`config.mk`:
```
export PLATFORM = sky130hd
export DESIGN_NAME = bte_top
export DESIGN_NICKNAME = d
export VERILOG_FILES = /design/src/bte_pkg.sv /design/src/bte_sync.sv /design/src/bte_strap.sv /design/src/bte_top.sv
export SDC_FILE = /design/constraint.sdc
export NUM_CORES = 1
export LEC_CHECK = 0
export BUFFER_PORTS_ARGS = -buffer_cell sky130_fd_sc_hd__buf_4
export CELL_PAD_IN_SITES_DETAIL_PLACEMENT = 0
export CELL_PAD_IN_SITES_GLOBAL_PLACEMENT = 2
export CORE_MARGIN = 1.5
export CORE_UTILIZATION = 26
export DETAILED_ROUTE_END_ITERATION = 10
export PLACE_DENSITY_LB_ADDON = 0.12
export SETUP_SLACK_MARGIN = 0.4
export SLEW_MARGIN = 20
export SYNTH_ARGS = -nofsm -noshare
export SYNTH_HDL_FRONTEND = slang
export SYNTH_SLANG_ARGS = --single-unit
export TNS_END_PERCENT = 100
```
`constraint.sdc`:
```
create_clock -name core_clk -period 3.12 [get_ports core_clk]
set_clock_uncertainty 0.2 [all_clocks]
set_input_delay 0.936 -clock core_clk [delete_from_list [all_inputs] [get_ports core_clk]]
set_output_delay 0.936 -clock core_clk [all_outputs]
set_load 0.02 [all_outputs]
```
`src/bte_pkg.sv`:
```
package bte_pkg;

   // ----------------------------------------
   // register map
   // ----------------------------------------
   localparam int ADDR_W = 8;
   localparam int DATA_W = 32;
   localparam logic [7:0] REG_CTRL = 8'h00;
   localparam logic [7:0] REG_STATUS = 8'h04;

   // ctrl fields
   localparam int CTRL_EE = 0;
   localparam int CTRL_ME = 1;
   localparam int CTRL_EMC = 2;
   localparam logic [2:0] CTRL_RESET = 3'h0;

   // status fields
   localparam int ST_RETRY_OFF = 0;
   localparam int ST_CHECKSTOP = 1;
   localparam int ST_EXT_TAKEN = 2;
   localparam int ST_SMI_TAKEN = 3;
   localparam int ST_MCHK_TAKEN = 4;
   localparam int ST_BUS_ERR = 5;
   localparam int ST_BUSY = 6;
   localparam logic [3:0] STICKY_RESET = 4'h0;

   // ----------------------------------------
   // transfer shape and synchronizer depth
   // ----------------------------------------
   localparam int BURST_BEATS = 4;
   localparam int SYNC_STAGES = 2;

   // ----------------------------------------
   // data tenure states
   // ----------------------------------------
   typedef enum logic [2:0] {
      BTE_IDLE = 3'b001,
      BTE_BEAT = 3'b010,
      BTE_HALT = 3'b100
   } bte_state_e;

endpackage

```
`src/bte_sync.sv`:
```
`timescale 1ns/1ps
`default_nettype none
// ----------------------------------------
// multi-flop level synchronizer
// ----------------------------------------
module bte_sync #(
   parameter int WIDTH = 1,
   parameter int STAGES = 2
) (
   input wire logic core_clk,
   input wire logic rst,
   input wire logic [WIDTH-1:0] async_in,
   output logic [WIDTH-1:0] sync_out
);

   logic [WIDTH-1:0] stage_r [STAGES];
   logic [WIDTH-1:0] stage_nxt [STAGES];

   initial begin
      if (STAGES < 2) begin
         $error("bte_sync needs at least two stages");
      end
   end

   // shift chain; first stage feeds only the second
   always_comb begin
      stage_nxt[0] = async_in;
      for (int i = 1; i < STAGES; i++) begin
         stage_nxt[i] = stage_r[i-1];
      end
   end

   always_ff @(posedge core_clk) begin
      for (int i = 0; i < STAGES; i++) begin
         if (rst) begin
            stage_r[i] <= '0;
         end else begin
            stage_r[i] <= stage_nxt[i];
         end
      end
   end

   assign sync_out = stage_r[STAGES-1];

endmodule
`default_nettype wire

```
`src/bte_strap.sv`:
```
`timescale 1ns/1ps
`default_nettype none
// ----------------------------------------
// level capture at reset release
// ----------------------------------------
module bte_strap (
   input wire logic core_clk,
   input wire logic rst,
   input wire logic strap_in,
   output logic strap_r
);

   logic in_reset_r;
   logic in_reset_nxt;
   logic strap_nxt;

   // capture on the first edge after release; reset takes constants only
   always_comb begin
      in_reset_nxt = 1'b0;
      strap_nxt = strap_r;
      if (in_reset_r) begin
         strap_nxt = strap_in;
      end
   end

   always_ff @(posedge core_clk) begin
      if (rst) begin
         in_reset_r <= 1'b1;
         strap_r <= 1'b0;
      end else begin
         in_reset_r <= in_reset_nxt;
         strap_r <= strap_nxt;
      end
   end

endmodule
`default_nettype wire

```
`src/bte_top.sv`:
```
`timescale 1ns/1ps
`default_nettype none
// ----------------------------------------
// bus termination and exception inputs
// ----------------------------------------
module bte_top #(
   parameter int MAX_BEATS = bte_pkg::BURST_BEATS,
   parameter int SYNC_STAGES = bte_pkg::SYNC_STAGES
) (
   input wire logic core_clk,
   input wire logic rst,
   // register port
   input wire logic [bte_pkg::ADDR_W-1:0] reg_addr,
   input wire logic [bte_pkg::DATA_W-1:0] reg_wdata,
   input wire logic reg_wr,
   input wire logic reg_rd,
   output logic [bte_pkg::DATA_W-1:0] reg_rdata,
   // core transfer request
   input wire logic xfer_start,
   input wire logic xfer_read,
   input wire logic xfer_burst,
   // bus termination inputs, bus clock domain
   input wire logic transfer_ack,
   input wire logic beat_retry,
   input wire logic bus_error_ack,
   // asynchronous exception inputs
   input wire logic ext_irq,
   input wire logic sysmgmt_irq,
   input wire logic machine_check_in_n,
   input wire logic halt_request_in,
   // bus side outputs
   output logic bus_busy_out,
   output logic bus_busy_oe_n,
   output logic wr_data_hold,
   output logic halt_indicator_out,
   output logic halt_indicator_oe_n,
   // core side events
   output logic beat_done,
   output logic rd_data_valid,
   output logic rd_data_discard,
   output logic xfer_done,
   output logic xfer_error,
   output logic ext_irq_take,
   output logic smi_take,
   output logic mchk_take,
   output logic checkstop
);

   localparam int CNT_W = $clog2(MAX_BEATS + 1);

   initial begin
      if (MAX_BEATS < 1) begin
         $error("bte_top needs at least one beat");
      end
   end

   // ----------------------------------------
   // synchronizers and reset strap
   // ----------------------------------------
   logic [3:0] async_sync;
   logic ext_irq_s;
   logic smi_s;
   logic mchk_n_s;
   logic halt_req_s;
   logic retry_off;

   // async pins go through the chain before any logic looks at them
   bte_sync #(.WIDTH(4), .STAGES(SYNC_STAGES)) u_sync (
      .core_clk(core_clk),
      .rst(rst),
      .async_in({halt_request_in, ~machine_check_in_n, sysmgmt_irq, ext_irq}),
      .sync_out(async_sync)
   );

   assign ext_irq_s = async_sync[0];
   assign smi_s = async_sync[1];
   assign mchk_n_s = ~async_sync[2];
   assign halt_req_s = async_sync[3];

   bte_strap u_strap (
      .core_clk(core_clk),
      .rst(rst),
      .strap_in(beat_retry),
      .strap_r(retry_off)
   );

   // ----------------------------------------
   // register state
   // ----------------------------------------
   logic [2:0] ctrl_r;
   logic [2:0] ctrl_nxt;
   logic [3:0] sticky_r;
   logic [3:0] sticky_nxt;
   logic [bte_pkg::DATA_W-1:0] reg_rdata_r;
   logic [bte_pkg::DATA_W-1:0] reg_rdata_nxt;

   // ----------------------------------------
   // tenure and exception state
   // ----------------------------------------
   bte_pkg::bte_state_e state_r;
   bte_pkg::bte_state_e state_nxt;
   logic rd_r;
   logic rd_nxt;
   logic [CNT_W-1:0] beats_r;
   logic [CNT_W-1:0] beats_nxt;
   logic [CNT_W-1:0] conf_r;
   logic [CNT_W-1:0] conf_nxt;
   logic pend_r;
   logic pend_nxt;
   logic busy_r;
   logic busy_nxt;
   logic mchk_n_d_r;
   logic mchk_n_d_nxt;
   logic ext_pend_r;
   logic ext_pend_nxt;
   logic smi_pend_r;
   logic smi_pend_nxt;
   logic beat_done_r;
   logic beat_done_nxt;
   logic rd_valid_r;
   logic rd_valid_nxt;
   logic rd_discard_r;
   logic rd_discard_nxt;
   logic xfer_done_r;
   logic xfer_done_nxt;
   logic xfer_error_r;
   logic xfer_error_nxt;
   logic ext_take_r;
   logic ext_take_nxt;
   logic smi_take_r;
   logic smi_take_nxt;
   logic mchk_take_r;
   logic mchk_take_nxt;
   logic hold_r;
   logic hold_nxt;
   logic mchk_event;
   logic bus_err_event;
   logic stop_now;

   // confirmed-beat count plus one, cut to counter width
   function automatic logic [CNT_W-1:0] inc(input logic [CNT_W-1:0] v);
      inc = CNT_W'(v + 1'b1);
   endfunction

   // falling edge of the synchronized pin, never from the first flop
   assign mchk_event = mchk_n_d_r & ~mchk_n_s;
   assign bus_err_event = (state_r == bte_pkg::BTE_BEAT) & bus_error_ack;

   // checkstop sources: halt pin, machine check pin with EMC on and ME off, or bus error with ME off
   always_comb begin
      stop_now = 1'b0;
      if (halt_req_s) begin
         stop_now = 1'b1;
      end else if (mchk_event & ctrl_r[bte_pkg::CTRL_EMC] & ~ctrl_r[bte_pkg::CTRL_ME]) begin
         stop_now = 1'b1;
      end else if (bus_err_event & ~ctrl_r[bte_pkg::CTRL_ME]) begin
         stop_now = 1'b1;
      end
   end

   // ----------------------------------------
   // data tenure sequencing
   // ----------------------------------------
   // with retry_off clear, read beats are confirmed one cycle late so a retry can cancel them
   always_comb begin
      state_nxt = state_r;
      rd_nxt = rd_r;
      beats_nxt = beats_r;
      conf_nxt = conf_r;
      pend_nxt = 1'b0;
      busy_nxt = busy_r;
      beat_done_nxt = 1'b0;
      rd_valid_nxt = 1'b0;
      rd_discard_nxt = 1'b0;
      xfer_done_nxt = 1'b0;
      xfer_error_nxt = 1'b0;
      hold_nxt = 1'b0;
      case (state_r)
         bte_pkg::BTE_IDLE: begin
            if (xfer_start) begin
               state_nxt = bte_pkg::BTE_BEAT;
               rd_nxt = xfer_read;
               beats_nxt = xfer_burst ? CNT_W'(MAX_BEATS) : CNT_W'(1);
               conf_nxt = '0;
               busy_nxt = 1'b1;
               hold_nxt = ~xfer_read;
            end
         end
         bte_pkg::BTE_BEAT: begin
            if (bus_error_ack) begin
               // error wins; acks and retries in this cycle are dropped
               state_nxt = bte_pkg::BTE_IDLE;
               busy_nxt = 1'b0;
               xfer_error_nxt = 1'b1;
            end else if (!rd_r) begin
               // writes: beat_retry is not looked at
               if (transfer_ack) begin
                  beat_done_nxt = 1'b1;
                  conf_nxt = inc(conf_r);
                  if (inc(conf_r) == beats_r) begin
                     state_nxt = bte_pkg::BTE_IDLE;
                     busy_nxt = 1'b0;
                     xfer_done_nxt = 1'b1;
                  end else begin
                     hold_nxt = 1'b1;
                  end
               end else begin
                  hold_nxt = 1'b1;
               end
            end else begin
               if (pend_r && !retry_off && beat_retry) begin
                  rd_discard_nxt = 1'b1;
               end else if (pend_r) begin
                  rd_valid_nxt = 1'b1;
                  conf_nxt = inc(conf_r);
               end
               if (transfer_ack) begin
                  beat_done_nxt = 1'b1;
                  if (retry_off) begin
                     rd_valid_nxt = 1'b1;
                     conf_nxt = inc(conf_r);
                  end else begin
                     pend_nxt = 1'b1;
                  end
               end
               // bus released at the last ack; tenure stays until confirmed
               if (transfer_ack && (conf_nxt + CNT_W'(pend_nxt) == beats_r)) begin
                  busy_nxt = 1'b0;
               end
               if (conf_nxt == beats_r) begin
                  state_nxt = bte_pkg::BTE_IDLE;
                  busy_nxt = 1'b0;
                  xfer_done_nxt = 1'b1;
               end
            end
         end
         default: begin
            busy_nxt = 1'b0;
         end
      endcase
      if (stop_now || state_r == bte_pkg::BTE_HALT) begin
         state_nxt = bte_pkg::BTE_HALT;
         busy_nxt = 1'b0;
         hold_nxt = 1'b0;
      end
   end

   // ----------------------------------------
   // exception taking
   // ----------------------------------------
   // one take per held level; a fresh take needs the level to drop first
   always_comb begin
      ext_take_nxt = 1'b0;
      smi_take_nxt = 1'b0;
      mchk_take_nxt = 1'b0;
      ext_pend_nxt = ext_pend_r & ext_irq_s;
      smi_pend_nxt = smi_pend_r & smi_s;
      mchk_n_d_nxt = mchk_n_s;
      if (state_r != bte_pkg::BTE_HALT && !stop_now) begin
         if (ext_irq_s && !ext_pend_r && ctrl_r[bte_pkg::CTRL_EE]) begin
            ext_take_nxt = 1'b1;
            ext_pend_nxt = 1'b1;
         end
         if (smi_s && !smi_pend_r && ctrl_r[bte_pkg::CTRL_EE]) begin
            smi_take_nxt = 1'b1;
            smi_pend_nxt = 1'b1;
         end
         if (mchk_event && ctrl_r[bte_pkg::CTRL_EMC] && ctrl_r[bte_pkg::CTRL_ME]) begin
            mchk_take_nxt = 1'b1;
         end
         if (bus_err_event && ctrl_r[bte_pkg::CTRL_ME]) begin
            mchk_take_nxt = 1'b1;
         end
      end
   end

   // ----------------------------------------
   // register port
   // ----------------------------------------
   // sticky bits: a set in the clearing cycle survives the clear
   always_comb begin
      ctrl_nxt = ctrl_r;
      sticky_nxt = sticky_r;
      reg_rdata_nxt = '0;
      if (reg_wr) begin
         if (reg_addr == bte_pkg::REG_CTRL) begin
            ctrl_nxt = reg_wdata[2:0];
         end else if (reg_addr == bte_pkg::REG_STATUS) begin
            sticky_nxt = sticky_r & ~reg_wdata[bte_pkg::ST_BUS_ERR:bte_pkg::ST_EXT_TAKEN];
         end
      end
      sticky_nxt = sticky_nxt | {xfer_error_nxt, mchk_take_nxt, smi_take_nxt, ext_take_nxt};
      if (reg_rd) begin
         if (reg_addr == bte_pkg::REG_CTRL) begin
            reg_rdata_nxt[2:0] = ctrl_r;
         end else if (reg_addr == bte_pkg::REG_STATUS) begin
            reg_rdata_nxt[bte_pkg::ST_RETRY_OFF] = retry_off;
            reg_rdata_nxt[bte_pkg::ST_CHECKSTOP] = (state_r == bte_pkg::BTE_HALT);
            reg_rdata_nxt[bte_pkg::ST_BUS_ERR:bte_pkg::ST_EXT_TAKEN] = sticky_r;
            reg_rdata_nxt[bte_pkg::ST_BUSY] = (state_r == bte_pkg::BTE_BEAT);
         end
      end
   end

   // ----------------------------------------
   // registers
   // ----------------------------------------
   always_ff @(posedge core_clk) begin
      if (rst) begin
         state_r <= bte_pkg::BTE_IDLE;
         rd_r <= 1'b0;
         beats_r <= '0;
         conf_r <= '0;
         pend_r <= 1'b0;
         busy_r <= 1'b0;
         hold_r <= 1'b0;
         mchk_n_d_r <= 1'b1;
         ext_pend_r <= 1'b0;
         smi_pend_r <= 1'b0;
         beat_done_r <= 1'b0;
         rd_valid_r <= 1'b0;
         rd_discard_r <= 1'b0;
         xfer_done_r <= 1'b0;
         xfer_error_r <= 1'b0;
         ext_take_r <= 1'b0;
         smi_take_r <= 1'b0;
         mchk_take_r <= 1'b0;
         ctrl_r <= bte_pkg::CTRL_RESET;
         sticky_r <= bte_pkg::STICKY_RESET;
         reg_rdata_r <= '0;
      end else begin
         state_r <= state_nxt;
         rd_r <= rd_nxt;
         beats_r <= beats_nxt;
         conf_r <= conf_nxt;
         pend_r <= pend_nxt;
         busy_r <= busy_nxt;
         hold_r <= hold_nxt;
         mchk_n_d_r <= mchk_n_d_nxt;
         ext_pend_r <= ext_pend_nxt;
         smi_pend_r <= smi_pend_nxt;
         beat_done_r <= beat_done_nxt;
         rd_valid_r <= rd_valid_nxt;
         rd_discard_r <= rd_discard_nxt;
         xfer_done_r <= xfer_done_nxt;
         xfer_error_r <= xfer_error_nxt;
         ext_take_r <= ext_take_nxt;
         smi_take_r <= smi_take_nxt;
         mchk_take_r <= mchk_take_nxt;
         ctrl_r <= ctrl_nxt;
         sticky_r <= sticky_nxt;
         reg_rdata_r <= reg_rdata_nxt;
      end
   end

   // ----------------------------------------
   // outputs, all straight from flops except halt_indicator_out, which is tied low
   // ----------------------------------------
   // halt floats busy and asserts the open-drain indicator until reset
   assign bus_busy_out = busy_r;
   assign bus_busy_oe_n = ~busy_r;
   assign wr_data_hold = hold_r;
   assign halt_indicator_out = 1'b0; // open drain: only ever pulls low
   assign halt_indicator_oe_n = (state_r != bte_pkg::BTE_HALT);
   assign checkstop = state_r[2];
   assign reg_rdata = reg_rdata_r;
   assign beat_done = beat_done_r;
   assign rd_data_valid = rd_valid_r;
   assign rd_data_discard = rd_discard_r;
   assign xfer_done = xfer_done_r;
   assign xfer_error = xfer_error_r;
   assign ext_irq_take = ext_take_r;
   assign smi_take = smi_take_r;
   assign mchk_take = mchk_take_r;

endmodule
`default_nettype wire

```
==> impl_metrics.py <==
metrics = {
    "finish": {
        "area.growth.synth_to_final_pct": 24.0,
        "nNetsFinal": 334,
        "fillers": 877,
        "register_area_um2": 941,
        "drive_gt1_share_pct": 24.1,
        "fin_util_pct": 33.6,
        "n_antenna_cell": 0,
        "final_common_cell": "buf_4",
        "multi_input_area_mm2": 0.00102,
        "finalNonFillerCells": 380,
        "layout_common_cells": "52 x buf_4, 47 x dfxtp_1, 26 x conb_1",
    },
    "worst_setup_path": {
        "reg2reg_depth": 5,
        "crit_fanout": 6,
        "timing.rr.start": "state_r[2]",
        "cp.arrival_ns": 2.66,
        "worstPathCellList": "buf_4 -> o21a_1 -> nor2_4 -> mux2i_2 -> inv_1 -> ha_1 -> xor3_1 -> o211ai_1 -> o21ai_0",
        "critical-path-top-delay-family": "compound AO/OA/AOI/OAI gates",
        "required_ns": 3.11,
        "max_stage_delay_ns": 0.37,
        "cp.buffers_inverters": 2,
        "r2r_end": "state_r[0]",
        "reg2reg_slack_ns": 0.84,
        "path_class": "input pin to register",
        "end_kind": "register",
        "crit_slowest_cell": "xor3_1",
        "start_kind": "input pin",
    },
    "synth": {
        "yosys_warnings": 0,
        "syn_area_mm2": 0.00211,
        "synthArstFlopShare_pct": 0,
        "synth_edf_count": 0,
        "synth.distinct_cells": 44,
        "yosys_register_bits": 47,
        "netlist_instances": 224,
        "synth_flop_cell": "dfxtp_1",
        "syn_area_per_cell_um2": 9.40,
        "yosysSeqAreaShare_pct": 44.7,
    },
    "detailed_routing": {
        "totalWireLength_um": 4860,
        "drc_errors": 0,
        "viasPerCell": 4.31,
        "drtIter0Drc": 61,
        "wire_per_inst_um": 12.8,
        "via_count": 1639,
        "detail-route-antenna-nets": 0,
        "first_pass_iters": 4,
    },
    "pwr": {
        "p_clk_share_pct": 32.1,
        "vdd_drop_max_mv": 0.169,
        "p_int_uw": 848,
        "p_leak_uw": 0.00117,
        "power.share.sequential_pct": 54.0,
        "p_sw_share_pct": 28.3,
        "powerDensity_mw_per_mm2": 453,
        "combPwrFrac_pct": 13.9,
        "switchingPower_uw": 335,
    },
    "clock_network": {
        "cts_tree": "yes",
        "clk_pin_slew_worst_paths_ns": 0.09,
        "cts_hold_buffers": 0,
        "clock-sinks": 47,
        "clkLatencyLatePin_ns": 0.30,
        "htreeDepth": 2,
        "post_cts_buffers": 0,
        "cts_root_buf": "clkbuf_8",
        "clk_path_buf_depth": 2,
        "cts-resized-gates": 0,
        "cts_buffers": 5,
    },
    "timing": {
        "slew_headroom_pct": 62.2,
        "slew_viol_final": 0,
        "fin_crit_sh_pct": 85.5,
        "setup_tns_ns": 0,
        "worst_slack_ns": 0.453,
        "setup_viol": 0,
        "rsz0062_at_grt": "true",
        "fmax_mhz": 375,
        "tightest_slew_ns": 0.562,
        "fin_crit_ns": 2.67,
        "final_hold_viol_count": 0,
    },
    "die": {
        "initial_core_util_pct": 27.1,
        "num_rows": 32,
        "ios": 100,
        "dieArea_mm2": 0.00865,
        "die_h_um": 93.0,
        "core_area_mm2": 0.00777,
        "die_w_um": 93.0,
    },
    "worst_hold_path": {
        "hold_path_depth": 1,
        "whs_endpoint": "mchk_n_d_r",
        "hp-start": "u_sync.stage_r[1][2]",
        "hp-class": "register to register",
    },
    "global_route": {
        "grt_first_pass_wirelength_um": 7940,
        "overflow": 0,
        "track_usage_pct": 12.0,
        "antenna_found_initial": 0,
        "grt_max_degree": 30,
        "grt_pass1_vias": 1534,
    },
    "place": {
        "place_congestion": 0.775,
        "place_inst": 372,
        "dp.final_hpwl_um": 3670,
        "post-place-ws_ns": 0.142,
        "io_buffer_count": 47,
    },
    "outcome": {
        "status": "completed",
    },
    "job": {
        "maxCapViolations": 0,
    },
}
==> stage by stage <==
step                      hold WS, ns  power, uW  instance area, um2
final                           0.202       1180                2610
after global routing            0.231       1260                2610
after CTS                       0.217       1210                2600
after detailed placement        0.189        816                2510
after global placement          0.181        816                2510
after floorplan                 0.167        779                2210
==> sequential cells by signal (all words and copies together) (netlist names) <==
| signal | flops |
|---|---|
| mchk_n_d_r | 1 |
| u_strap.in_reset_r | 1 |
| beats_r | 2 |
| beat_done | 1 |
| bus_busy_out | 1 |
| pend_r | 1 |
| rd_r | 1 |
| wr_data_hold | 1 |
| ext_pend_r | 1 |
| rd_data_discard | 1 |
| smi_take | 1 |
| xfer_done | 1 |
| u_strap.strap_r | 1 |
| conf_r | 3 |
| ext_irq_take | 1 |
| reg_rdata | 7 |
| smi_pend_r | 1 |
| u_sync.stage_r | 8 |
| xfer_error | 1 |
| mchk_take | 1 |
| sticky_r | 4 |
| state_r | 3 |
| ctrl_r | 3 |
| rd_data_valid | 1 |
==> worst max path at each step <==
| stage | startpoint | cells after the start | slack (ns) | end |
|---|---|---|---|---|
| 2_1_floorplan | transfer_ack | 8 | 0.42 | bus_busy_out |
| 5_1_grt | transfer_ack | 9 | 0.32 | bus_busy_out |
| 4_1_cts | transfer_ack | 9 | 0.44 | bus_busy_out |
| 3_3_place_gp | transfer_ack | 9 | 0.09 | bus_busy_out |
| 6_report | transfer_ack | 9 | 0.45 | bus_busy_out |
| 3_5_place_dp | transfer_ack | 9 | 0.14 | bus_busy_out |
==> cell usage after synthesis, types with 4 or more instances <==
master	count	area share, %
xnor2_1	4	1.7
buf_4	27	9.6
and3_1	8	2.4
clkbuf_1	4	0.71
mux2i_1	9	4.3
nand4b_1	4	1.7
inv_1	9	1.6
a21oi_1	10	2.4
nor2_1	16	2.9
dfxtp_1	47	45
nand3_1	4	0.95
nand2_1	21	3.7
o21ai_0	6	1.4
nor2b_1	11	3.3
==> cell type report <==
class                      instances  share of cell area, %
multi-input combinational        162                   39.2
clock buffer                       5                   2.64
timing repair buffer              52                   14.9
clock inverter                     3                  0.958
tap                              102                   4.89
inverter                           9                   1.29
sequential                        47                   36.0
==> power groups by stage <==
stage / Clock [uW] / Combinational, uW / Sequential (uW)
floorplan: 0 / 131 / 647
global placement: 0 / 165 / 651
detailed placement: 0 / 165 / 651
CTS: 405 / 166 / 638
global route: 432 / 181 / 643
finish: 380 / 164 / 638
==> per-layer routing <==
metal	track usage [%]	wire length, um	part of all wire, %	up-vias
met3	2.76	235	4.8	4
met2	18.0	2180	45	48
met4	4.55	57	1.2	0
met5	0	0	0	-
met1	16.7	2400	49	753
li1	-	-	-	834
==> logic make-up (layout without fill, tap and decap cells) <==
kind of cell / count (synthesis) / count (layout) / share of synthesized area [%]
AO/OA/AOI/OAI: 32 / 32 / 10.3
XOR/XNOR: 8 / 8 / 4.69
adder cells (fa/ha/maj): 3 / 3 / 1.78
buffers and inverters: 40 / 69 / 11.9
flip-flops: 47 / 47 / 44.7
multiplexers: 9 / 9 / 4.28
other: 1 / 26 / 0.178
AND/OR/NAND/NOR: 84 / 84 / 22.2
Note: power is estimated with default switching activity, not from simulation.
